--- src/ncd_pkg.sv ---
// Purpose: constants and types for the node command decoder
// Assumes: 250 MHz pclk, frames arrive over a 4-pin serial link
// Notes: response fields follow the command frame layout, with source and destination swapped
// Summary of operation
// frame: id, source, destination, payload, MSB first
// id low 15 bits select; bit 15 flags
// unknown id answers unknown-command code
// ping: one request to destination, reply returned
// configure children from stored bitstream
// write acquisition mode register
// read acquisition mode register
// write settings for currently selected mode
// read mode settings register
// write action register: reset, start, stop
// read action register
// store trigger mask; masked triggers suppressed
// read trigger mask
// write SRAM at pointer, then increment
// read SRAM at pointer, then increment
// zero whole SRAM
// reset all configuration registers to defaults
// report node type
// report firmware and software version
// write converter control register
// reads return value in payload, flag set
package ncd_pkg;
  localparam int FRAME_W = 80;
  localparam int PAY_W = 32;
  localparam int ID_HI = 79;
  localparam int ID_LO = 64;
  localparam int SRC_HI = 63;
  localparam int SRC_LO = 48;
  localparam int DST_HI = 47;
  localparam int DST_LO = 32;
  localparam int RESP_FLAG = 15;
  localparam logic [14:0] CMD_PING = 15'h0001;
  localparam logic [14:0] CMD_CFG_KIDS = 15'h0002;
  localparam logic [14:0] CMD_MODE_WR = 15'h0003;
  localparam logic [14:0] CMD_MODE_RD = 15'h0004;
  localparam logic [14:0] CMD_SETT_WR = 15'h0005;
  localparam logic [14:0] CMD_SETT_RD = 15'h0006;
  localparam logic [14:0] CMD_ACT_WR = 15'h0007;
  localparam logic [14:0] CMD_ACT_RD = 15'h0008;
  localparam logic [14:0] CMD_MASK_WR = 15'h0009;
  localparam logic [14:0] CMD_MASK_RD = 15'h000a;
  localparam logic [14:0] CMD_SRAM_WR = 15'h000b;
  localparam logic [14:0] CMD_SRAM_RD = 15'h000c;
  localparam logic [14:0] CMD_SRAM_ZERO = 15'h000d;
  localparam logic [14:0] CMD_RESET = 15'h000f;
  localparam logic [14:0] CMD_NODE_TYPE = 15'h0010;
  localparam logic [14:0] CMD_VERSION = 15'h0011;
  localparam logic [14:0] CMD_TDC_WR = 15'h0101;
  localparam logic [14:0] CMD_TDC_RD = 15'h0102;
  localparam logic [15:0] CODE_BUSY = 16'h0000;
  localparam logic [15:0] CODE_UNKNOWN = 16'h7f04;
  localparam logic [15:0] CODE_TIMEOUT = 16'h7f05;
  localparam logic [31:0] MODE_RST = 32'h0000_0000;
  localparam logic [31:0] SETT_RST = 32'h0000_0000;
  localparam logic [31:0] ACT_RST = 32'h0000_0000;
  localparam logic [31:0] MASK_RST = 32'h0000_0000;
  localparam logic [31:0] TDC_RST = 32'h0000_0000;
  localparam int MODE_N = 4;
  localparam logic [7:0] OFS_MODE = 8'h00;
  localparam logic [7:0] OFS_SETT = 8'h04;
  localparam logic [7:0] OFS_ACT = 8'h08;
  localparam logic [7:0] OFS_MASK = 8'h0c;
  localparam logic [7:0] OFS_TDC = 8'h10;
  localparam logic [7:0] OFS_PTR = 8'h14;
  localparam logic [7:0] OFS_STAT = 8'h18;
  localparam logic [7:0] OFS_VER = 8'h1c;
  localparam logic [7:0] OFS_TYPE = 8'h20;
  localparam int CLK_NS = 4;
  localparam int SRAM_ACC_NS = 12;
  localparam int SRAM_ACC_CYC = (SRAM_ACC_NS + CLK_NS - 1) / CLK_NS;
  localparam int SYNC_CYC = 2;
  localparam int PING_TO_NS = 4000;
  localparam int PING_TO_CYC = PING_TO_NS / CLK_NS;
  localparam int CFG_TO_MS = 100;
  localparam int CFG_TO_CYC_DEF = CFG_TO_MS * 1000000 / CLK_NS;
  typedef enum logic [3:0] {
    NCD_COINC_DETECT_UNIT_CTRL,
    NCD_COINC_UNIT_CTRL,
    NCD_DETECT_UNIT_CTRL,
    NCD_DETECTOR_BOARD,
    NCD_MUX_BOARD_CTRL
  } ncd_node_t;
endpackage

--- src/ncd_if.sv ---
// Purpose: carrier between decoder core, serial link and SRAM port
// Assumes: all signals on pclk
// Notes: none
interface ncd_if #(parameter int AW = 18);
  logic frame_valid;
  logic [79:0] frame;
  logic [79:0] resp;
  logic sram_req;
  logic sram_we;
  logic [AW-1:0] sram_addr;
  logic [31:0] sram_wdata;
  logic sram_done;
  logic [31:0] sram_rdata;
  modport core(input frame_valid, frame, sram_done, sram_rdata,
    output resp, sram_req, sram_we, sram_addr, sram_wdata);
  modport spi(output frame_valid, frame, input resp);
  modport mem(input sram_req, sram_we, sram_addr, sram_wdata,
    output sram_done, sram_rdata);
endinterface

--- src/ncd_spi_rx.sv ---
// Purpose: serial slave that collects command frames and returns responses
// Assumes: clock idles low, data sampled on rising edge, MSB first
// Notes: response loaded when select falls
module ncd_spi_rx
  import ncd_pkg::*;
(
  // system
  input wire logic pclk,
  input wire logic presetn,
  // core side
  ncd_if.spi lk,
  // pins
  input wire logic spi_sclk,
  input wire logic spi_cs_n,
  input wire logic spi_mosi,
  output logic spi_miso
);
  typedef struct packed {
    logic [2:0] s1;
    logic [2:0] s2;
    logic sclk_d;
    logic cs_d;
    logic [79:0] sh_in;
    logic [79:0] sh_out;
    logic [6:0] cnt;
    logic miso;
    logic fv;
  } ncd_spi_st_t;
  ncd_spi_st_t r, n;
  //////////////////////////////////////////////////////////////////////////////
  always_comb begin
    n = r;
    n.fv = 1'b0;
    n.s1 = {spi_sclk, spi_cs_n, spi_mosi};
    n.s2 = r.s1;
    n.sclk_d = r.s2[2];
    n.cs_d = r.s2[1];
    if (r.cs_d && !r.s2[1]) begin
      n.sh_out = lk.resp;
      n.miso = lk.resp[FRAME_W-1];
      n.cnt = 7'h00;
    end else if (!r.s2[1]) begin
      if (r.s2[2] && !r.sclk_d) begin
        n.sh_in = {r.sh_in[FRAME_W-2:0], r.s2[0]};
        if (r.cnt != 7'(FRAME_W)) begin
          n.cnt = r.cnt + 7'h01;
        end
      end
      if (!r.s2[2] && r.sclk_d) begin
        n.sh_out = {r.sh_out[FRAME_W-2:0], 1'b0};
        n.miso = r.sh_out[FRAME_W-2];
      end
    end
    if (!r.cs_d && r.s2[1] && r.cnt == 7'(FRAME_W)) begin
      n.fv = 1'b1;
    end
  end
  always_ff @(posedge pclk or negedge presetn) begin
    if (!presetn) begin
      r <= '{s1: 3'h2, s2: 3'h2, cs_d: 1'b1, default: '0};
    end else begin
      r <= n;
    end
  end
  assign lk.frame_valid = r.fv;
  assign lk.frame = r.sh_in;
  assign spi_miso = r.miso;
endmodule

--- src/ncd_sram_ctl.sv ---
// Purpose: single-word access port for external asynchronous SRAM
// Assumes: read data settles within the access time
// Notes: read data passes two flops before capture
module ncd_sram_ctl
  import ncd_pkg::*;
#(
  parameter int AW = 18
) (
  // system
  input wire logic pclk,
  input wire logic presetn,
  // core side
  ncd_if.mem lk,
  // pins
  output logic [AW-1:0] sram_addr,
  output logic [31:0] sram_dq_out,
  output logic sram_dq_oe,
  input wire logic [31:0] sram_dq_in,
  output logic sram_ce_n,
  output logic sram_we_n,
  output logic sram_oe_n
);
  typedef enum logic [1:0] {S_IDLE, S_ACC, S_SYNC} ncd_mst_t;
  typedef struct packed {
    ncd_mst_t st;
    logic [3:0] cnt;
    logic [AW-1:0] addr;
    logic [31:0] dq;
    logic oe;
    logic ce_n;
    logic we_n;
    logic oe_n;
    logic [31:0] d1;
    logic [31:0] d2;
    logic done;
    logic [31:0] rdata;
  } ncd_mem_st_t;
  ncd_mem_st_t r, n;
  //////////////////////////////////////////////////////////////////////////////
  always_comb begin
    n = r;
    n.done = 1'b0;
    n.d1 = sram_dq_in;
    n.d2 = r.d1;
    n.cnt = r.cnt + 4'h1;
    unique case (r.st)
      S_IDLE: begin
        if (lk.sram_req) begin
          n.addr = lk.sram_addr;
          n.dq = lk.sram_wdata;
          n.oe = lk.sram_we;
          n.ce_n = 1'b0;
          n.we_n = !lk.sram_we;
          n.oe_n = lk.sram_we;
          n.cnt = 4'h0;
          n.st = S_ACC;
        end
      end
      S_ACC: begin
        if (r.cnt == 4'(SRAM_ACC_CYC - 1)) begin
          n.cnt = 4'h0;
          if (r.oe) begin
            n.ce_n = 1'b1;
            n.we_n = 1'b1;
            n.oe = 1'b0;
            n.done = 1'b1;
            n.st = S_IDLE;
          end else begin
            n.st = S_SYNC;
          end
        end
      end
      S_SYNC: begin
        if (r.cnt == 4'(SYNC_CYC - 1)) begin
          n.rdata = r.d2;
          n.ce_n = 1'b1;
          n.oe_n = 1'b1;
          n.done = 1'b1;
          n.st = S_IDLE;
        end
      end
      default: n.st = S_IDLE;
    endcase
  end
  always_ff @(posedge pclk or negedge presetn) begin
    if (!presetn) begin
      r <= '{st: S_IDLE, ce_n: 1'b1, we_n: 1'b1, oe_n: 1'b1, default: '0};
    end else begin
      r <= n;
    end
  end
  assign lk.sram_done = r.done;
  assign lk.sram_rdata = r.rdata;
  assign sram_addr = r.addr;
  assign sram_dq_out = r.dq;
  assign sram_dq_oe = r.oe;
  assign sram_ce_n = r.ce_n;
  assign sram_we_n = r.we_n;
  assign sram_oe_n = r.oe_n;
endmodule

--- src/ncd_top.sv ---
// Purpose: command decoder for one node of an acquisition tree
// Assumes: parent waits for a reply before the next command
// Notes: software sees the same registers over APB
module ncd_top
  import ncd_pkg::*;
#(
  parameter int SRAM_AW = 18,
  parameter int TRIG_N = 32,
  parameter logic IS_SUPPORT = 1'b1,
  parameter ncd_pkg::ncd_node_t NODE_TYPE = ncd_pkg::NCD_DETECT_UNIT_CTRL,
  parameter logic [15:0] FW_VER = 16'h0001, // arbitrary value
  parameter logic [15:0] SW_VER = 16'h0001, // arbitrary value
  parameter int CFG_TO_CYC = ncd_pkg::CFG_TO_CYC_DEF
) (
  // system
  input wire logic pclk,
  input wire logic presetn,
  // apb slave
  input wire logic psel,
  input wire logic penable,
  input wire logic pwrite,
  input wire logic [7:0] paddr,
  input wire logic [31:0] pwdata,
  output logic [31:0] prdata,
  output logic pready,
  output logic pslverr,
  // parent link
  input wire logic spi_sclk,
  input wire logic spi_cs_n,
  input wire logic spi_mosi,
  output logic spi_miso,
  // child requests
  output logic ping_req,
  output logic [15:0] ping_dst,
  input wire logic ping_ack,
  input wire logic [31:0] ping_reply,
  output logic cfg_start,
  input wire logic cfg_done,
  // acquisition
  input wire logic [TRIG_N-1:0] trig_in,
  output logic [TRIG_N-1:0] trig_out,
  output logic [31:0] acq_mode,
  output logic [31:0] acq_settings,
  output logic [31:0] acq_action,
  output logic [31:0] tdc_ctrl,
  // sram pins
  output logic [SRAM_AW-1:0] sram_addr,
  output logic [31:0] sram_dq_out,
  output logic sram_dq_oe,
  input wire logic [31:0] sram_dq_in,
  output logic sram_ce_n,
  output logic sram_we_n,
  output logic sram_oe_n
);
  typedef enum logic [2:0] {ST_IDLE, ST_SRAM, ST_ZERO, ST_PING, ST_CFG} ncd_st_t;
  typedef struct packed {
    ncd_st_t st;
    logic [31:0] mode;
    logic [MODE_N-1:0][31:0] sett;
    logic [31:0] cur_sett;
    logic [31:0] act;
    logic [31:0] mask;
    logic [31:0] tdc;
    logic [SRAM_AW-1:0] ptr;
    logic [14:0] ccmd;
    logic [15:0] csrc;
    logic [15:0] cdst;
    logic [79:0] resp;
    logic [31:0] cnt;
    logic pready;
    logic pslverr;
    logic [31:0] prdata;
    logic ping_req;
    logic [15:0] ping_dst;
    logic cfg_start;
    logic sram_req;
    logic sram_we;
    logic [31:0] sram_wdata;
    logic ack_s1;
    logic ack_s2;
    logic done_s1;
    logic done_s2;
    logic [31:0] rep_s1;
    logic [31:0] rep_s2;
    logic [TRIG_N-1:0] trg_s1;
    logic [TRIG_N-1:0] trg_s2;
    logic [TRIG_N-1:0] trig_out;
  } ncd_core_st_t;
  ncd_core_st_t r, n;
  ncd_if #(.AW(SRAM_AW)) lk();
  //////////////////////////////////////////////////////////////////////////////
  ncd_spi_rx u_spi (
    .pclk(pclk),
    .presetn(presetn),
    .lk(lk.spi),
    .spi_sclk(spi_sclk),
    .spi_cs_n(spi_cs_n),
    .spi_mosi(spi_mosi),
    .spi_miso(spi_miso)
  );
  ncd_sram_ctl #(.AW(SRAM_AW)) u_mem (
    .pclk(pclk),
    .presetn(presetn),
    .lk(lk.mem),
    .sram_addr(sram_addr),
    .sram_dq_out(sram_dq_out),
    .sram_dq_oe(sram_dq_oe),
    .sram_dq_in(sram_dq_in),
    .sram_ce_n(sram_ce_n),
    .sram_we_n(sram_we_n),
    .sram_oe_n(sram_oe_n)
  );
  //////////////////////////////////////////////////////////////////////////////
  always_comb begin
    logic fin;
    logic [15:0] code;
    logic [31:0] pay;
    logic [31:0] fpay;
    logic [7:0] ofs;
    fin = 1'b0;
    code = 16'h0000;
    pay = 32'h0000_0000;
    fpay = lk.frame[PAY_W-1:0];
    ofs = paddr;
    n = r;
    n.pready = 1'b0;
    n.ping_req = 1'b0;
    n.cfg_start = 1'b0;
    n.sram_req = 1'b0;
    n.ack_s1 = ping_ack;
    n.ack_s2 = r.ack_s1;
    n.done_s1 = cfg_done;
    n.done_s2 = r.done_s1;
    n.rep_s1 = ping_reply;
    n.rep_s2 = r.rep_s1;
    n.trg_s1 = trig_in;
    n.trg_s2 = r.trg_s1;
    n.trig_out = r.trg_s2 & ~r.mask[TRIG_N-1:0];
    n.cnt = r.cnt + 32'h1;
    unique case (r.st)
      ST_IDLE: begin
        if (lk.frame_valid) begin
          n.ccmd = lk.frame[ID_HI-1:ID_LO];
          n.csrc = lk.frame[SRC_HI:SRC_LO];
          n.cdst = lk.frame[DST_HI:DST_LO];
          n.resp = {CODE_BUSY, 64'h0};
          n.cnt = 32'h0;
          fin = 1'b1;
          case (lk.frame[ID_HI-1:ID_LO])
            CMD_PING: begin
              fin = 1'b0;
              n.ping_req = 1'b1;
              n.ping_dst = lk.frame[DST_HI:DST_LO];
              n.st = ST_PING;
            end
            CMD_CFG_KIDS: begin
              if (IS_SUPPORT) begin
                fin = 1'b0;
                n.cfg_start = 1'b1;
                n.st = ST_CFG;
              end else begin
                code = CODE_UNKNOWN;
              end
            end
            CMD_MODE_WR: begin
              n.mode = fpay;
              pay = fpay;
            end
            CMD_MODE_RD: pay = r.mode;
            CMD_SETT_WR: begin
              n.sett[r.mode[1:0]] = fpay;
              pay = fpay;
            end
            CMD_SETT_RD: pay = r.sett[r.mode[1:0]];
            CMD_ACT_WR: begin
              n.act = fpay;
              pay = fpay;
            end
            CMD_ACT_RD: pay = r.act;
            CMD_MASK_WR: begin
              n.mask = fpay;
              pay = fpay;
            end
            CMD_MASK_RD: pay = r.mask;
            CMD_SRAM_WR, CMD_SRAM_RD: begin
              fin = 1'b0;
              n.sram_req = 1'b1;
              n.sram_we = (lk.frame[ID_HI-1:ID_LO] == CMD_SRAM_WR);
              n.sram_wdata = fpay;
              n.st = ST_SRAM;
            end
            CMD_SRAM_ZERO: begin
              fin = 1'b0;
              n.ptr = '0;
              n.sram_req = 1'b1;
              n.sram_we = 1'b1;
              n.sram_wdata = 32'h0000_0000;
              n.st = ST_ZERO;
            end
            CMD_RESET: begin
              n.mode = MODE_RST;
              n.sett = {MODE_N{SETT_RST}};
              n.act = ACT_RST;
              n.mask = MASK_RST;
              n.tdc = TDC_RST;
              n.ptr = '0;
            end
            CMD_NODE_TYPE: pay = 32'(NODE_TYPE);
            CMD_VERSION: pay = {FW_VER, SW_VER};
            CMD_TDC_WR: begin
              n.tdc = fpay;
              pay = fpay;
            end
            CMD_TDC_RD: pay = r.tdc;
            default: code = CODE_UNKNOWN;
          endcase
        end
      end
      ST_SRAM: begin
        if (lk.sram_done) begin
          fin = 1'b1;
          pay = r.sram_we ? r.sram_wdata : lk.sram_rdata;
          n.ptr = r.ptr + 1'b1;
        end
      end
      ST_ZERO: begin
        if (lk.sram_done) begin
          if (&r.ptr) begin
            fin = 1'b1;
            n.ptr = '0;
          end else begin
            n.ptr = r.ptr + 1'b1;
            n.sram_req = 1'b1;
          end
        end
      end
      ST_PING: begin
        if (r.ack_s2) begin
          fin = 1'b1;
          pay = r.rep_s2;
        end else if (r.cnt == 32'(PING_TO_CYC)) begin
          fin = 1'b1;
          code = CODE_TIMEOUT;
        end
      end
      ST_CFG: begin
        if (r.done_s2) begin
          fin = 1'b1;
        end else if (r.cnt == 32'(CFG_TO_CYC)) begin
          fin = 1'b1;
          code = CODE_TIMEOUT;
        end
      end
      default: n.st = ST_IDLE;
    endcase
    if (fin) begin
      if (code == 16'h0000) begin
        code = {1'b0, n.ccmd};
      end
      code[RESP_FLAG] = 1'b1;
      n.resp = {code, n.cdst, n.csrc, pay};
      n.st = ST_IDLE;
    end
    // apb: answer registered in setup, write taken in access
    if (psel && !penable) begin
      n.pready = 1'b1;
      n.pslverr = 1'b0;
      n.prdata = 32'h0000_0000;
      case (ofs)
        OFS_MODE: n.prdata = r.mode;
        OFS_SETT: n.prdata = r.cur_sett;
        OFS_ACT: n.prdata = r.act;
        OFS_MASK: n.prdata = r.mask;
        OFS_TDC: n.prdata = r.tdc;
        OFS_PTR: n.prdata = 32'(r.ptr);
        OFS_STAT: n.prdata = {16'h0, r.st != ST_IDLE, r.ccmd};
        OFS_VER: n.prdata = {FW_VER, SW_VER};
        OFS_TYPE: n.prdata = 32'(NODE_TYPE);
        default: n.pslverr = 1'b1;
      endcase
    end
    if (psel && penable && r.pready && pwrite && !r.pslverr) begin
      case (ofs)
        OFS_MODE: n.mode = pwdata;
        OFS_SETT: n.sett[n.mode[1:0]] = pwdata;
        OFS_ACT: n.act = pwdata;
        OFS_MASK: n.mask = pwdata;
        OFS_TDC: n.tdc = pwdata;
        OFS_PTR: n.ptr = pwdata[SRAM_AW-1:0];
        default: n.pready = 1'b0;
      endcase
    end
    n.cur_sett = n.sett[n.mode[1:0]];
  end
  always_ff @(posedge pclk or negedge presetn) begin
    if (!presetn) begin
      r <= '{st: ST_IDLE, mode: MODE_RST, sett: {MODE_N{SETT_RST}}, cur_sett: SETT_RST,
        act: ACT_RST, mask: MASK_RST, tdc: TDC_RST, default: '0};
    end else begin
      r <= n;
    end
  end
  //////////////////////////////////////////////////////////////////////////////
  assign lk.resp = r.resp;
  assign lk.sram_req = r.sram_req;
  assign lk.sram_we = r.sram_we;
  assign lk.sram_addr = r.ptr;
  assign lk.sram_wdata = r.sram_wdata;
  assign prdata = r.prdata;
  assign pready = r.pready;
  assign pslverr = r.pslverr;
  assign ping_req = r.ping_req;
  assign ping_dst = r.ping_dst;
  assign cfg_start = r.cfg_start;
  assign trig_out = r.trig_out;
  assign acq_mode = r.mode;
  assign acq_settings = r.cur_sett;
  assign acq_action = r.act;
  assign tdc_ctrl = r.tdc;
endmodule

--- config.mk ---
export PLATFORM = sky130hd
export DESIGN_NAME = ncd_top
export DESIGN_NICKNAME = d
export VERILOG_FILES = /design/src/ncd_pkg.sv /design/src/ncd_if.sv /design/src/ncd_spi_rx.sv /design/src/ncd_sram_ctl.sv /design/src/ncd_top.sv
export SDC_FILE = /design/constraint.sdc
export NUM_CORES = 2
export LEC_CHECK = 0
export BUFFER_PORTS_ARGS = -buffer_cell sky130_fd_sc_hd__buf_2
export CAP_MARGIN = 40
export CORE_ASPECT_RATIO = 0.8
export CORE_MARGIN = 2
export CORE_UTILIZATION = 30
export DETAILED_ROUTE_END_ITERATION = 10
export PLACE_DENSITY_LB_ADDON = 0.1
export SLEW_MARGIN = 20
export SYNTH_ARGS = -nofsm -noshare
export SYNTH_HDL_FRONTEND = slang
export SYNTH_SLANG_ARGS = --single-unit
--- constraint.sdc ---
create_clock -name pclk -period 6.43 [get_ports pclk]
set_input_delay 0.643 -clock pclk [delete_from_list [all_inputs] [get_ports pclk]]
set_output_delay 0.643 -clock pclk [all_outputs]
set_load 0.01 [all_outputs]
==> results.txt <==
- The flow ran to the end, and the final reports show no timing, DRC or antenna violations.
- A synthesized cell averages approximately 10 um^2.
* DRC violation count after routing: 0
* Wire length of the first global-routing pass: 279100 um
- Reg clk slew, reported paths: about 0.07 ns
* Critical Path Slowest Stage Cell: sky130_fd_sc_hd__or4_1
- The floorplan step defined a die boundary enclosing 0.1636 mm^2.
* Final hold violation count: 0
- Critical setup path kind: reg -> reg
- In the final routed layout, each cell accounts on average for 27.60 um.
- Max Fanout on Critical Path: 31
* Area of the placeable core: about 0.16 mm^2
- Routing layer with the top usage in global route: met2
* Gates resized, CTS repair: 0
- Die W: around 450 um
- Across the run, the number of max-cap violations was 0.
- Headroom to the max-slew limit came out at approximately 37%.
- Global routing used a little under a quarter of the available tracks across all layers.
- The kind of cell with the highest combined delay along the critical path is simple AND/OR/NAND/NOR gates.
* Vias per Instance: about 5.2
- Die outline height: approximately 360 um
- Total global routing overflow: 0
- Number of instances in the synthesized netlist: approximately 4600
- Cells with a size suffix above 1 make up 21.26% of the layout.
- Drt pass-1 iters: 8
- Sequential Power Share: a little under half
* Starting Density: a little under a third
- For this design the ratio of total power to cell area is ~260 mW/mm^2.
* Setup TNS: 0 ns
* Root Driver: sky130_fd_sc_hd__clkbuf_16
- The clock network is responsible for 50.2% of the overall power.
- For this run, global-route usage on met3 was measured as 4.583%.
- Global routing met1 resource utilization: ~33%
- At the worst endpoint, the arrival time is slightly above 5 ns.
- Worst Path Required: between 7 and 8 ns
- After filler insertion, the fill cell instance count of the layout stands at 16060.
* Number of buffers added by the clock tree synthesis step: approximately 120
- When the netlist entered floorplanning its net count stood at 4781.
- Final Setup Violations: 0
- For the pin with the worst max-slew slack, the measured transition is approximately 0.94 ns.
- The min-delay analysis places its worst path in the category in -> reg.
* Met2 demand-to-capacity share in global routing: a little over a third
- FFs w/ async S/R, synth: 100.0%
- For this design, the sink count on the clock tree is approximately 1100.
- Pin count of the biggest net entering global routing: 140
- Worst-Skew Late Latency: a little under 0.8 ns
* Predominant post-synthesis flop cell: sky130_fd_sc_hd__dfrtp_1
* Post-CTS Setup Bufs: 0
- Once detail routing completed, the nets flagged for antenna violations numbered 0.
- Setup repair after global routing left no endpoint under its margin.
- The analysis attributes to cell leakage a power of roughly 25 nW.
- Counting flops with a built-in enable in the synthesized netlist gives 0.
- Net switching is 23.61% of the power.
- Of the total power, combinational logic draws about 2.9%.
- Part of the cycle the worst path needs: between 60% and 70%
* Logic depth of the worst setup path including buffers: 10
- The worst setup path is captured at a flip-flop.
- Total number of H-tree levels: 3
- STA classifies the critical path startpoint as a flip-flop.
* Startpoint of the lowest-slack register-to-register path: u_spi.lk.frame[72]$_DFFE_PN0P_
- Hold path depth: 3
- Worst path buffer plus inverter count: 3
* Vias post-DR: 36680
- Counting cells, the worst reg-to-reg path comes to 10.
* Number of max-slew violations in the final report: 0
- The signal on the critical path passes through or4_1 > or4_1 > buf_4 > nor2_1 > o2111ai_4 > buf_16 > buf_12 > mux2_2 > a22o_1 > or3_1.
* Total Nets Final: about 4900
- Detailed placement finished with a half-perimeter wire length of about 140000 um.
- For this run, the top clock speed supported by timing is roughly 230 MHz.
* Synthesis-to-layout area growth: 16.86%
- Number of global-route vias before repair: 36470
- Wires add up to 193400 um.
- Cell seen most often among critical-path stages: sky130_fd_sc_hd__or4_1
* Starting DRC count in detailed routing: ~3600
- Leading cell types in the layout, fill and taps excluded: 1041 x sky130_fd_sc_hd__dfrtp_1, 589 x sky130_fd_sc_hd__nand2_1, 412 x sky130_fd_sc_hd__buf_2, 379 x sky130_fd_sc_hd__nor2_1, 286 x sky130_fd_sc_hd__o21ai_0
- Commonest non-fill, non-tap cell in the layout: sky130_fd_sc_hd__dfrtp_1
- Weighted congestion at the end of routability-driven global placement: about 0.92
- HP Start: pwdata[26]
* Total design power: 14.39 mW
- The internal portion of the total power is ~11 mW.
- CP startpoint: u_spi.lk.frame[72]$_DFFE_PN0P_
* TritonCTS clock tree: done
- Input and output buffers added on the ports amount to roughly 410.
* Core Rows: about 130
- In this run the deepest clock path goes through 3 buffers.
* Sw power: approximately 3.4 mW
- Synthesis Warnings: 0
* Cell area after synthesis: 0.04810 mm^2
- Worst Skew: 0.05196 ns
- Synthesized flop and latch total: around 1100
- Top-level I/O count: 413
* Delay of the slowest cell on the worst path: 0.79 ns
- Worst vdd rail ir drop: 0.2762 mV
- Shortest period the worst path allows: around 4.4 ns
* Seq/Total Area, Yosys: roughly 55%
- Number of antenna violations at the first check in global routing: 15
- Yosys mapped the design onto 82 distinct sky130hd cell types.
## cell type report
class | instances | area, um^2 | area share (%)
sequential | 1050 | 26290 | 46.76
clock inverter | 57 | 790.8 | 1.407
tap | 2128 | 2663 | 4.736
inverter | 80 | 300.3 | 0.5342
timing repair buffer | 635 | 4324 | 7.692
multi-input combinational | 2894 | 18510 | 32.93
antenna | 4 | 10.01 | 0.01781
clock buffer | 158 | 3331 | 5.925
## final timing paths
kind,to,slack (ns)
worst min register to register,r[63]$_DFF_PN0_,0.34
worst max register to register,acq_settings[3]$_DFF_PN0_,2.05
worst max-delay path,acq_settings[3]$_DFF_PN0_,2.05
worst min-delay path,acq_action[26]$_DFF_PN0_,0.20
min in group asynchronous,u_spi.r[2]$_DFFE_PN0P_,0.47
max in group asynchronous,trig_out[6]$_DFF_PN0_,4.44
## metal layers
layer / part of all wire [%] / up-vias
met4: 2.8 / 10
met1: 46 / 18780
met2: 45 / 1328
li1: - / 16320
met3: 6.6 / 245
met5: 0.029 / -
## registers in the layout (all words and copies together) (netlist names), 38 cells and up
signal          count
r                 308
u_spi.r            89
lk.resp            80
u_spi.lk.frame     79
n                  66
u_mem.r            38
## worst register-to-register path, delay by kind of cell, from the launching register on
kind	cells	cell delay, ns
AND/OR/NAND/NOR	4	2.14
buffers and inverters	3	0.80
AO/OA/AOI/OAI	2	0.52
flip-flops	1	0.51
multiplexers	1	0.31
## power by group through the flow
stage / Combinational, mW / Clock, mW / Sequential, mW
after detailed placement: 0.376 / 0 / 6.87
after CTS: 0.425 / 7.43 / 6.75
after global routing: 0.462 / 7.69 / 6.75
final: 0.415 / 7.22 / 6.75
after floorplan: 0.110 / 0 / 6.84
after global placement: 0.375 / 0 / 6.87
## cell families (layout without fill, tap and decap cells)
logic type	after synthesis	count (layout)	synth area share, %
AOI/OAI and AO/OA	1108	1108	14.86
xor gates and xnor gates	37	37	0.6737
other	0	4	0
and+or+nand+nor	1343	1343	12.46
DFF	1050	1050	54.64
muxes	395	395	9.694
buffers and inverters	680	930	7.390
adders and majority gates	11	11	0.2861
## synthesized netlist by cell type, drive strengths merged, types with 13 or more instances
| cell type | count | share of area [%] |
|---|---|---|
| a21oi | 269 | 2.8 |
| xor2 | 23 | 0.42 |
| nor2b | 46 | 0.60 |
| a222oi | 32 | 0.67 |
| inv | 80 | 0.62 |
| nand2b | 14 | 0.18 |
| mux2 | 226 | 5.3 |
| a211o | 34 | 0.62 |
| buf | 320 | 4.6 |
| and3 | 30 | 0.39 |
| xnor2 | 14 | 0.25 |
| dfrtp | 1044 | 54 |
| o211ai | 17 | 0.27 |
| o21ai | 293 | 3.1 |
| o211a | 13 | 0.27 |
| nand2 | 592 | 4.6 |
| or3 | 24 | 0.31 |
| clkbuf | 280 | 2.2 |
| and2 | 48 | 0.62 |
| nor3 | 24 | 0.26 |
| a221oi | 33 | 0.60 |
| nor4 | 23 | 0.34 |
| mux4 | 32 | 1.5 |
| nand3 | 69 | 0.72 |
| o21a | 58 | 0.91 |
| nand4 | 29 | 0.41 |
| nor2 | 385 | 3.0 |
| nor3b | 17 | 0.27 |
| a211oi | 24 | 0.37 |
| a31oi | 62 | 0.81 |
| a22oi | 170 | 2.7 |
| a21o | 25 | 0.39 |
| mux2i | 137 | 2.9 |
| a22o | 32 | 0.58 |
## stage by stage
stage	hold WS [ns]	instance area, um^2	cells	utilization (%)	setup slack [ns]
final	0.1983	56220	7006	35.28	2.053
after floorplan	0.3312	48100	4624	-	3.143
after detailed placement	0.3347	50980	6679	32.00	2.122
after CTS	0.002931	56120	6995	35.22	2.111
after global placement	0.3319	50670	6660	31.80	1.996
after global routing	0.1884	56210	7005	35.28	1.968
## what timing repair did
action	4_1_cts	5_1_grt
hold endpoints to repair	170	1
setup endpoints to repair	0	0
hold buffers	101	1
Power figures use the tool's default switching activity.
